<file path="src/shared/adc_port_params.svh">
`ifndef ADC_PORT_PARAMS_SVH
`define ADC_PORT_PARAMS_SVH

// ****************************************************************
// widths and timing
// ****************************************************************
`define DATA_BITS        12
`define FIFO_WORDS       16
`define PIPE_DEPTH       5
`define STROBE_DELAY     2
`define CLK_PERIOD_NS    20
`define MIN_HALF_NS      19
`define MIN_HALF_CYCLES  ((`MIN_HALF_NS + `CLK_PERIOD_NS - 1) / `CLK_PERIOD_NS)
`define MSB_FLIP         12'h800

`endif

</file>
<file path="src/shared/adc_port_pkg.sv">
package adc_port_pkg;

  // ****************************************************************
  // one conversion result
  // ****************************************************************
  typedef struct packed {
    logic        over_range;
    logic [11:0] code;
  } sample_word_t;

  typedef enum logic [1:0] {
    CODE_OFFSET_BINARY,
    CODE_TWOS_COMPLEMENT
  } code_format_t;

endpackage : adc_port_pkg

</file>
<file path="src/rtl/sample_fifo.sv">
`timescale 1ns/1ps
`default_nettype none

// ****************************************************************
// small synchronous fifo, registered read data
// ****************************************************************
module sample_fifo
#(
  parameter int WIDTH = 13,
  parameter int DEPTH = 16
)
(
  input  wire logic             clk_i,
  input  wire logic             rst_i,
  input  wire logic [WIDTH-1:0] in_data_i,
  input  wire logic             in_valid_i,
  output logic                  in_ready_o,
  output logic      [WIDTH-1:0] out_data_o,
  output logic                  out_valid_o,
  input  wire logic             out_ready_i
);

  localparam int AW = $clog2(DEPTH);

  if (DEPTH < 2 || (1 << AW) != DEPTH)
  begin : g_bad_depth
    $error("sample_fifo: DEPTH must be a power of two of at least 2");
  end

  logic [WIDTH-1:0] mem_ff [DEPTH];
  logic [AW:0]      wr_ptr_ff;
  logic [AW:0]      rd_ptr_ff;
  logic [WIDTH-1:0] out_data_ff;
  logic             out_valid_ff;
  logic [AW:0]      mem_used;
  logic             mem_empty;
  logic             take;
  logic             push;

  assign mem_empty  = (wr_ptr_ff == rd_ptr_ff);
  assign mem_used   = wr_ptr_ff - rd_ptr_ff;
  // the output register counts toward the depth, so no more than DEPTH words are ever held
  assign in_ready_o = ({1'b0, mem_used} + {{(AW+1){1'b0}}, out_valid_ff}) < (AW+2)'(DEPTH);
  assign push       = in_valid_i && in_ready_o;
  // refill the output register whenever it is free or being drained
  assign take       = !mem_empty && (!out_valid_ff || out_ready_i);

  always_ff @(posedge clk_i)
  begin
    if (push)
      mem_ff[wr_ptr_ff[AW-1:0]] <= in_data_i;
  end

  always_ff @(posedge clk_i)
  begin
    if (rst_i)
      wr_ptr_ff <= '0;
    else if (push)
      wr_ptr_ff <= wr_ptr_ff + 1'b1;
  end

  always_ff @(posedge clk_i)
  begin
    if (rst_i)
    begin
      rd_ptr_ff    <= '0;
      out_valid_ff <= 1'b0;
      out_data_ff  <= '0;
    end
    else if (take)
    begin
      rd_ptr_ff    <= rd_ptr_ff + 1'b1;
      out_data_ff  <= mem_ff[rd_ptr_ff[AW-1:0]];
      out_valid_ff <= 1'b1;
    end
    else if (out_ready_i)
      out_valid_ff <= 1'b0;
  end

  assign out_data_o  = out_data_ff;
  assign out_valid_o = out_valid_ff;

endmodule : sample_fifo

`default_nettype wire

</file>
<file path="src/rtl/adc_parallel_output_port.sv">
// Overview of operation
// - code select high gives offset binary, low gives two's complement.
// - over-range flag high whenever the sample lies outside the convertible range.
// - output strobe is a delayed copy of the inverted sample strobe.
// - data change just after the output strobe falls, stable at its rise.
// - output disable high floats all data, flag and strobe outputs.
`timescale 1ns/1ps
`default_nettype none
`include "adc_port_params.svh"

module adc_parallel_output_port
  import adc_port_pkg::*;
#(
  parameter int PIPE_DEPTH   = `PIPE_DEPTH,
  parameter int FIFO_WORDS   = `FIFO_WORDS,
  parameter int STROBE_DELAY = `STROBE_DELAY
)
(
  input  wire logic                  clk_i,
  input  wire logic                  rst_i,
  input  wire logic                  sample_strobe_in_i,
  input  wire logic                  output_code_select_i,
  input  wire logic                  output_disable_n_i,
  input  wire logic [`DATA_BITS-1:0] sample_code_i,
  input  wire logic                  sample_over_i,
  input  wire logic                  sample_under_i,
  input  wire logic                  sample_valid_i,
  output logic                       sample_ready_o,
  output logic      [`DATA_BITS-1:0] data_o,
  output logic      [`DATA_BITS-1:0] data_oe_o,
  output logic                       over_range_flag_o,
  output logic                       over_range_flag_oe_o,
  output logic                       data_strobe_out_o,
  output logic                       data_strobe_out_oe_o,
  output logic                       sample_lost_o
);

  if (PIPE_DEPTH < 1 || STROBE_DELAY < 1 || FIFO_WORDS < 2)
  begin : g_bad_param
    $error("adc_parallel_output_port: bad parameter");
  end

  // ****************************************************************
  // helpers
  // ****************************************************************
  function automatic logic [`DATA_BITS-1:0] format_code(input logic [`DATA_BITS-1:0] raw, input logic sel);
    // raw arrives offset binary; flipping the msb gives two's complement
    format_code = sel ? raw : (raw ^ `MSB_FLIP);
  endfunction : format_code

  // ****************************************************************
  // pin synchronisers, three stages, change once stages 2 and 3 agree
  // ****************************************************************
  logic [2:0] enc_sync_ff;
  logic [2:0] sel_sync_ff;
  logic [2:0] dis_sync_ff;
  logic       enc_ff;
  logic       sel_ff;
  logic       dis_ff;

  always_ff @(posedge clk_i)
  begin
    if (rst_i)
    begin
      enc_sync_ff <= '0;
      sel_sync_ff <= '0;
      dis_sync_ff <= 3'h7;
    end
    else
    begin
      enc_sync_ff <= {enc_sync_ff[1:0], sample_strobe_in_i};
      sel_sync_ff <= {sel_sync_ff[1:0], output_code_select_i};
      dis_sync_ff <= {dis_sync_ff[1:0], output_disable_n_i};
    end
  end

  always_ff @(posedge clk_i)
  begin
    if (rst_i)
    begin
      enc_ff <= 1'b0;
      sel_ff <= 1'b0;
      dis_ff <= 1'b1;
    end
    else
    begin
      if (enc_sync_ff[2] == enc_sync_ff[1])
        enc_ff <= enc_sync_ff[2];
      if (sel_sync_ff[2] == sel_sync_ff[1])
        sel_ff <= sel_sync_ff[2];
      if (dis_sync_ff[2] == dis_sync_ff[1])
        dis_ff <= dis_sync_ff[2];
    end
  end

  logic enc_rise;
  logic enc_seen_ff;
  logic nxt_enc_seen;

  assign nxt_enc_seen = (enc_sync_ff[2] == enc_sync_ff[1]) ? enc_sync_ff[2] : enc_ff;
  assign enc_rise     = nxt_enc_seen && !enc_ff;

  always_ff @(posedge clk_i)
  begin
    if (rst_i)
      enc_seen_ff <= 1'b0;
    else
      enc_seen_ff <= enc_ff;
  end

  // ****************************************************************
  // sample intake through the fifo
  // ****************************************************************
  sample_word_t in_word;
  sample_word_t out_word;
  logic         fifo_valid;
  logic         fifo_take;

  assign in_word.over_range = sample_over_i || sample_under_i;
  assign in_word.code       = sample_code_i;

  sample_fifo #(
    .WIDTH ($bits(sample_word_t)),
    .DEPTH (FIFO_WORDS)
  ) u_fifo (
    .clk_i       (clk_i),
    .rst_i       (rst_i),
    .in_data_i   (in_word),
    .in_valid_i  (sample_valid_i),
    .in_ready_o  (sample_ready_o),
    .out_data_o  (out_word),
    .out_valid_o (fifo_valid),
    .out_ready_i (fifo_take)
  );

  // one word taken at each sample instant (encode rising edge)
  assign fifo_take = enc_rise;

  always_ff @(posedge clk_i)
  begin
    if (rst_i)
      sample_lost_o <= 1'b0;
    else
      sample_lost_o <= enc_rise && !fifo_valid;
  end

  // ****************************************************************
  // conversion pipeline, advances once per encode cycle
  // ****************************************************************
  sample_word_t pipe_ff [PIPE_DEPTH];

  always_ff @(posedge clk_i)
  begin
    if (rst_i)
    begin
      for (int i = 0; i < PIPE_DEPTH; i++)
        pipe_ff[i] <= '0;
    end
    else if (enc_rise)
    begin
      pipe_ff[0] <= fifo_valid ? out_word : pipe_ff[0];
      for (int i = 1; i < PIPE_DEPTH; i++)
        pipe_ff[i] <= pipe_ff[i-1];
    end
  end

  // ****************************************************************
  // output strobe and data
  // ****************************************************************
  // two taps more than the strobe: one each for the enc_ff and enc_seen lag; data_ff adds the cycle that trails the strobe fall
  localparam int FALL_TAPS = STROBE_DELAY + 2;

  logic [STROBE_DELAY-1:0] strobe_dly_ff;
  logic [FALL_TAPS-1:0]    fall_dly_ff;
  logic [`DATA_BITS-1:0]   data_ff;
  logic                    flag_ff;

  // strobe follows inverted encode after a fixed delay; data update rides a longer tap
  always_ff @(posedge clk_i)
  begin
    if (rst_i)
    begin
      strobe_dly_ff <= '1;
      fall_dly_ff   <= '0;
    end
    else
    begin
      strobe_dly_ff <= STROBE_DELAY'({strobe_dly_ff, ~enc_seen_ff});
      fall_dly_ff   <= FALL_TAPS'({fall_dly_ff, enc_rise});
    end
  end

  // update one cycle after the strobe falls, well clear of the next rise
  always_ff @(posedge clk_i)
  begin
    if (rst_i)
    begin
      data_ff <= '0;
      flag_ff <= 1'b0;
    end
    else if (fall_dly_ff[FALL_TAPS-1])
    begin
      data_ff <= format_code(pipe_ff[PIPE_DEPTH-1].code, sel_ff);
      flag_ff <= pipe_ff[PIPE_DEPTH-1].over_range;
    end
  end

  assign data_o               = data_ff;
  assign over_range_flag_o    = flag_ff;
  assign data_strobe_out_o    = strobe_dly_ff[STROBE_DELAY-1];
  // slow enable path is fine: disable is meant for long idle periods only
  assign data_oe_o            = {`DATA_BITS{!dis_ff}};
  assign over_range_flag_oe_o = !dis_ff;
  assign data_strobe_out_oe_o = !dis_ff;

endmodule : adc_parallel_output_port

`default_nettype wire

</file>
<file path="config.mk">
export PLATFORM = sky130hd
export DESIGN_NAME = adc_parallel_output_port
export DESIGN_NICKNAME = d
export VERILOG_FILES = /design/src/shared/adc_port_pkg.sv /design/src/rtl/sample_fifo.sv /design/src/rtl/adc_parallel_output_port.sv
export VERILOG_INCLUDE_DIRS = /design/src /design/src/shared
export SDC_FILE = /design/constraint.sdc
export NUM_CORES = 1
export LEC_CHECK = 0
export ABC_CLOCK_PERIOD_IN_PS = 4059
export BUFFER_PORTS_ARGS = -buffer_cell sky130_fd_sc_hd__buf_4
export CAP_MARGIN = 15
export CORE_MARGIN = 4
export CORE_UTILIZATION = 40
export CTS_BUF_LIST = sky130_fd_sc_hd__clkbuf_4 sky130_fd_sc_hd__clkbuf_8
export DETAILED_ROUTE_END_ITERATION = 16
export SYNTH_ARGS = -nofsm -noshare
export SYNTH_HDL_FRONTEND = slang
export SYNTH_SLANG_ARGS = --single-unit
</file>
<file path="constraint.sdc">
create_clock -name clk_i -period 4.06 [get_ports clk_i]
set_clock_uncertainty 0.1 [all_clocks]
set_input_delay 0.406 -clock clk_i [delete_from_list [all_inputs] [get_ports clk_i]]
set_output_delay 0.406 -clock clk_i [all_outputs]
set_load 0.005 [all_outputs]
</file>
; Word-level counts from Yosys, hierarchy flattened
; Memories as Yosys holds them, arrays and structs flattened. A register that Yosys moved wholly into a read port is not among the register bits.
; Cells that the tools add are included.
; Widths: inputs -> output; s select.
[op_classes]
addsub = 4
magnitude_cmp = 1
eq_ne = 4
muxes = 17
n_bitwise = 7
n_reduce_logical = 11
[op_table]
columns = operator, count
row1 = $mux 13, 6
row2 = $mux 12, 1
row3 = $add 5x1->5 const B, 2
row4 = $mux 1, 10
row5 = $add 5x1->6, 1
row6 = $lt 6x5->1 const B, 1
row7 = $eq 5x5->1, 1
row8 = $or 1x1->1, 5
row9 = $sub 5x5->5, 1
row10 = $logic_and 1x1->1, 4
row11 = $logic_not 1->1, 4
row12 = $eq 1x1->1, 3
row13 = $logic_or 1x1->1, 2
row14 = $not 1->1, 2
row15 = $reduce_bool 2->1, 1
[word_totals]
regBits = 44
mem_bits_rw = 273
elab_cells = 61
memories = 2
[memory_table]
columns = name, depth, word_bits, read_ports, rd_ports_with_merged_regs, wr, line_no
row1 = u_fifo.mem_ff, 16, 13, 1, 1, 1, sample_fifo.sv:30  ; logic [WIDTH-1:0] mem_ff [DEPTH];
row2 = pipe_ff, 5, 13, 5, 0, 5, adc_parallel_output_port.sv:150  ; sample_word_t pipe_ff [PIPE_DEPTH];

; Depth between registers and ports, before layout
[depth]
word_depth = 7
ltp_mapped = 10

; Modules after synthesis
; A second synthesis with hierarchy kept.
[unflattened]
hier_cells = 736
area_unflattened_um2 = 12776.0
[by_module_without_submodules]
columns = module, n_inst, cells_per_inst, area_each_um2, seq_area_each_um2
row1 = sample_fifo, 1, 488, 9180.1, 6726.5
row2 = adc_parallel_output_port, 1, 248, 3595.9, 2612.5

; Least setup slack after synthesis
; OpenSTA, ideal clock, no wires.
[synth_timing]
kind = register -> register
from = reg u_fifo.rd_ptr_ff[1]
to = reg u_fifo.wr_ptr_ff[4]
setup_time_ps = 121
arrival_ps = 3329
t_required_ps = 3839
setup_slack_ps = 510
stages_incl_launch_ff = 10
period_less_slack_ps = 3550
path_cell_list = dfxtp_1 clkbuf_1 buf_1 inv_1 fa_1 a21o_1 a21oi_2 xnor2_2 nor4b_2 mux2_4
[synth_between]
elab_chain_cells = 4
[synth_rtl]
columns = item, line_no
row1 = from (decl), sample_fifo.sv:32  ; logic [AW:0] rd_ptr_ff;
row2 = from (signal assigned), sample_fifo.sv:72  ; rd_ptr_ff <= rd_ptr_ff + 1'b1;
row3 = $sub 5x5->5, sample_fifo.sv:41  ; assign mem_used = wr_ptr_ff - rd_ptr_ff;
row4 = $add 5x1->6, sample_fifo.sv:43  ; assign in_ready_o = ({1'b0, mem_used} + {{(AW+1){1'b0}}, out_valid_ff}) < (AW+2)'(DEPTH);
row5 = $lt 6x5->1, sample_fifo.sv:43
row6 = $logic_and 1x1->1, sample_fifo.sv:44  ; assign push = in_valid_i && in_ready_o;
row7 = to (signal assigned), sample_fifo.sv:59  ; wr_ptr_ff <= wr_ptr_ff + 1'b1;
row8 = to (decl), sample_fifo.sv:31  ; logic [AW:0] wr_ptr_ff;
; Every way passes these cells.
; A chain may end at the register's enable or synchronous reset.

; Worst setup path after layout
[layout_timing]
from = reg u_fifo.rd_ptr_ff[2]
to = out sample_ready_o
[layout_between]
elab_chain_cells = 3
[layout_rtl]
columns = item, line_no
row1 = $sub 5x5->5, sample_fifo.sv:41
row2 = $add 5x1->6, sample_fifo.sv:43
row3 = $lt 6x5->1, sample_fifo.sv:43
row4 = to (decl), adc_parallel_output_port.sv:28  ; output logic sample_ready_o,
; Every way passes these cells.

==> out/summary.md <==
- **Most used DFF post-synth** edfxtp_1
- **GRT Util Overall** 14.6%
- **DRT Pass-1 Iters** 5
- **RSZ-0062 raised after global routing** no
- **starting density of the core** 41.0%
- **leading area contributor after synthesis** edfxtp_1
- **# resized after CTS** 0
- **worst r2r path cells** 9
- **count of flip-flops with a built-in enable after synthesis** 273
- **sequential-to-total area share from yosys stat** 73.7%
- **cell at the root of the clock tree** clkbuf_8
- **delay of the slowest cell on the worst path** 0.60 ns
- **minimum clock period after layout** 3.41 ns
- **Critical path buffers and inverters** 2
- **number of H-tree levels** 2
- **Rows** 64
- **Longest Clk Path Bufs** 3
- **critical path required time** 3.55 ns
- **Static Leakage** 5.00 nW
- **largest net degree at the start of global routing** 67
- **Synth Net Count** 765
- **transition time of the tightest slew-check pin** 1.09 ns
- **average cell area after synthesis** 17.2 µm²
- **violation count after the first detailed-route iteration** 449
- **area of the core** 0.0309 mm²
- **per-cell via count in the routed design** 5.02
- **Synth Cell Area** 0.0127 mm²
- **Tightest Hold Check Type** input port to flop
- **r2r setup slk** 0.88 ns
- **layout net count** 832
- **WS Path Type** flop to output port
- **Hold Fails Final Rpt** 0
- **largest voltage drop on the vdd net** 0.310 mV
- **first element of the critical path** u_fifo.rd_ptr_ff[2]
- **wire per inst** 19.8 µm
- **TritonCTS clock tree** yes
- **final cycle utilization of the critical path** 84.1%
- **worst r2r src** u_fifo.wr_ptr_ff[0]
- **clk sink count** 330
- **sum of negative setup slack** 0 ns
- **maximum fanout along the worst path** 15
- **post-synth top area share** 64.7%
- **final slew viol count** 0
- **chip height** 186 µm
- **run status** finished clean
- **maximum operating frequency** 0.293 GHz
- **# setup viols final** 0
- **CP endpoint** sample_ready_o
- **number of routed nets with antenna violations** 0
- **clock latency of the later-clocked register in the worst-skew pair** 0.57 ns
- **CTS Buf Count** 51
- **CP delay by family, top** compound AO/OA/AOI/OAI gates
- **CP endpoint kind** output port
- **Worst slew margin** 27.3%
- **layout cell share with drive strength beyond 1** 26.4%
- **critical-path cell with the highest stage delay** a2111oi_4
- **max-capacitance violation count** 0
- **Yosys reg bits** 330
- **GP Congestion** 0.797
- **via count** 6220
- **utilization after layout** 47.0%
- **total overflow reported by the global router** 0
- **antenna violations before repair** 0
- **DRT Wirelength** 24.6 mm
- **number of instances in the synthesized netlist** 735
- **Syn-to-layout area delta** 14.6%
- **number of warnings reported in the yosys synthesis log** 0
- **Levels on crit path** 7
- **detailed placer's ending HPWL** 15.2 mm
- **clock-pin slew reported for the worst setup and hold paths after clock tree synthesis** 0.07 ns
- **count of unresolved DRC violations after routing** 0
- **# diodes** 0
- **PortBufs** 49
- **number of global-route vias before repair** 6369
- **Chip Width** 186 µm
- **top cells by area in the synthesized netlist** edfxtp_1 (65%), mux4_2 (9.2%), dfxtp_1 (9.0%), and2_1 (3.4%), nand2_1 (1.7%)
- **wire length of the first global-routing pass** 37.8 mm
- **Arr. time, crit path** 2.91 ns
- **power density of the placed cells** 558 mW/mm²
- **I/O pin total** 50
- **asr flop ratio synth** 0%
- **Total Die Area** 0.0346 mm²
- **number of different library cells in the post-synthesis netlist** 44
- **sequence of cells on the critical path** inv_1 > ha_1 > a21oi_2 > nand3_1 > a2111oi_4 > nor2_1 > buf_4
- **capture instance of the worst register-to-register path** u_fifo.mem_ff[7][1]
- **filler cell count** 2679
- **element type at the critical path start** flop
[repair_timing]
item                      4_1_cts  5_1_grt
hold endpoints to repair        3        0
hold buffers                    3        0
buffers inserted                0        0
[layout make-up]
cell class	count	area (µm²)	area share, %
Inverter	8	30.0	0.207
Multi-Input combinational cell	347	3070	21.1
Clock buffer	74	906	6.24
Tap cell	396	495	3.41
Sequential cell	330	9340	64.3
Timing Repair Buffer	64	488	3.36
Clock inverter	21	199	1.37
[per-stage QoR]
stage / hold WS, ns / area (µm²) / worst slack [ns] / cells / total power [mW]
after global routing: 0.0679 / 14500 / 0.453 / 1240 / 8.49
after global placement: 0.263 / 13400 / 0.930 / 1142 / 5.26
after CTS: 0.0596 / 14500 / 0.605 / 1240 / 8.22
final: 0.0983 / 14500 / 0.647 / 1240 / 8.10
after detailed placement: 0.271 / 13400 / 0.853 / 1142 / 5.26
after floorplan: 0.256 / 12700 / 0.510 / 735 / 4.85
[report_power, final]
group / switching, mW / internal (mW)
logic: 0.701 / 0.523
clock network: 1.24 / 1.69
registers: 0.0878 / 3.86
total: 2.03 / 6.07
[routing by layer]
layer	GRT usage [%]	wire, µm	vias to the layer above
met5	0	0	-
met4	5.65	863	0
met3	2.97	1340	57
met2	22.6	11500	172
met1	20.5	10900	3092
li1	-	-	2899
[cell usage in the layout (no fill, tap or decap), types with 2 or more instances in the layout]
cell type	count
nand3_1	27
dlygate4sd3_1	3
inv_1	7
xnor2_1	5
nor2_1	28
mux2i_1	14
and3_1	9
nand3b_1	2
clkbuf_4	18
clkinv_1	10
nand4_1	3
mux2_1	2
mux4_2	52
nor2b_1	16
and3_2	3
o21bai_1	2
ha_1	9
or2_2	5
a21oi_1	4
a32o_1	13
a21oi_2	2
o21ai_0	2
and2_1	69
edfxtp_1	273
xnor2_2	2
buf_4	61
clkinv_2	6
a21o_1	2
nand2b_1	3
clkbuf_8	56
nor3_1	2
dfxtp_1	55
bufinv_16	4
nand2_1	58
[worst min path at each step]
stage                           from  cells after the start                  end
floorplan                enc_seen_ff                      1     strobe_dly_ff[0]
global placement         enc_seen_ff                      1     strobe_dly_ff[0]
detailed placement       enc_seen_ff                      1     strobe_dly_ff[0]
CTS                 sample_code_i[7]                      1  u_fifo.mem_ff[1][7]
global route        sample_code_i[7]                      1  u_fifo.mem_ff[3][7]
finish              sample_code_i[7]                      1  u_fifo.mem_ff[1][7]
[flip-flops by register name, summed over array words and instances (netlist names)]
register,flops
u_fifo.mem_ff,208
pipe_ff,65
u_fifo.out_data_o,13
data_o,12
u_fifo.rd_ptr_ff,5
u_fifo.wr_ptr_ff,5
fall_dly_ff,4
dis_sync_ff,3
enc_sync_ff,3
sel_sync_ff,3
strobe_dly_ff,2
dis_ff,1
enc_ff,1
enc_seen_ff,1
over_range_flag_o,1
sample_lost_o,1
sel_ff,1
u_fifo.out_valid_o,1
[Yosys cell counts, types with 9 or more instances]
| library cell | number |
|---|---|
| nor2b_1 | 16 |
| clkbuf_1 | 21 |
| buf_4 | 13 |
| dfxtp_1 | 57 |
| nor2_1 | 29 |
| ha_1 | 9 |
| edfxtp_1 | 273 |
| and2_1 | 69 |
| mux4_2 | 52 |
| nand3_1 | 27 |
| and3_1 | 9 |
| mux2i_1 | 14 |
| nand2_1 | 58 |
| a32o_1 | 13 |
[cells by family (layout without fill, tap and decap cells)]
family / count (synthesis) / after routing / share of synthesized area [%]
compound gates: 28 / 28 / 2.00
xor+xnor: 8 / 8 / 0.671
fa+ha+maj: 10 / 10 / 1.05
buf+inv: 58 / 167 / 2.23
flops: 330 / 330 / 73.7
mux: 70 / 70 / 10.7
simple gates: 231 / 231 / 9.63
No activity file was read; power rests on OpenSTA's default activity.
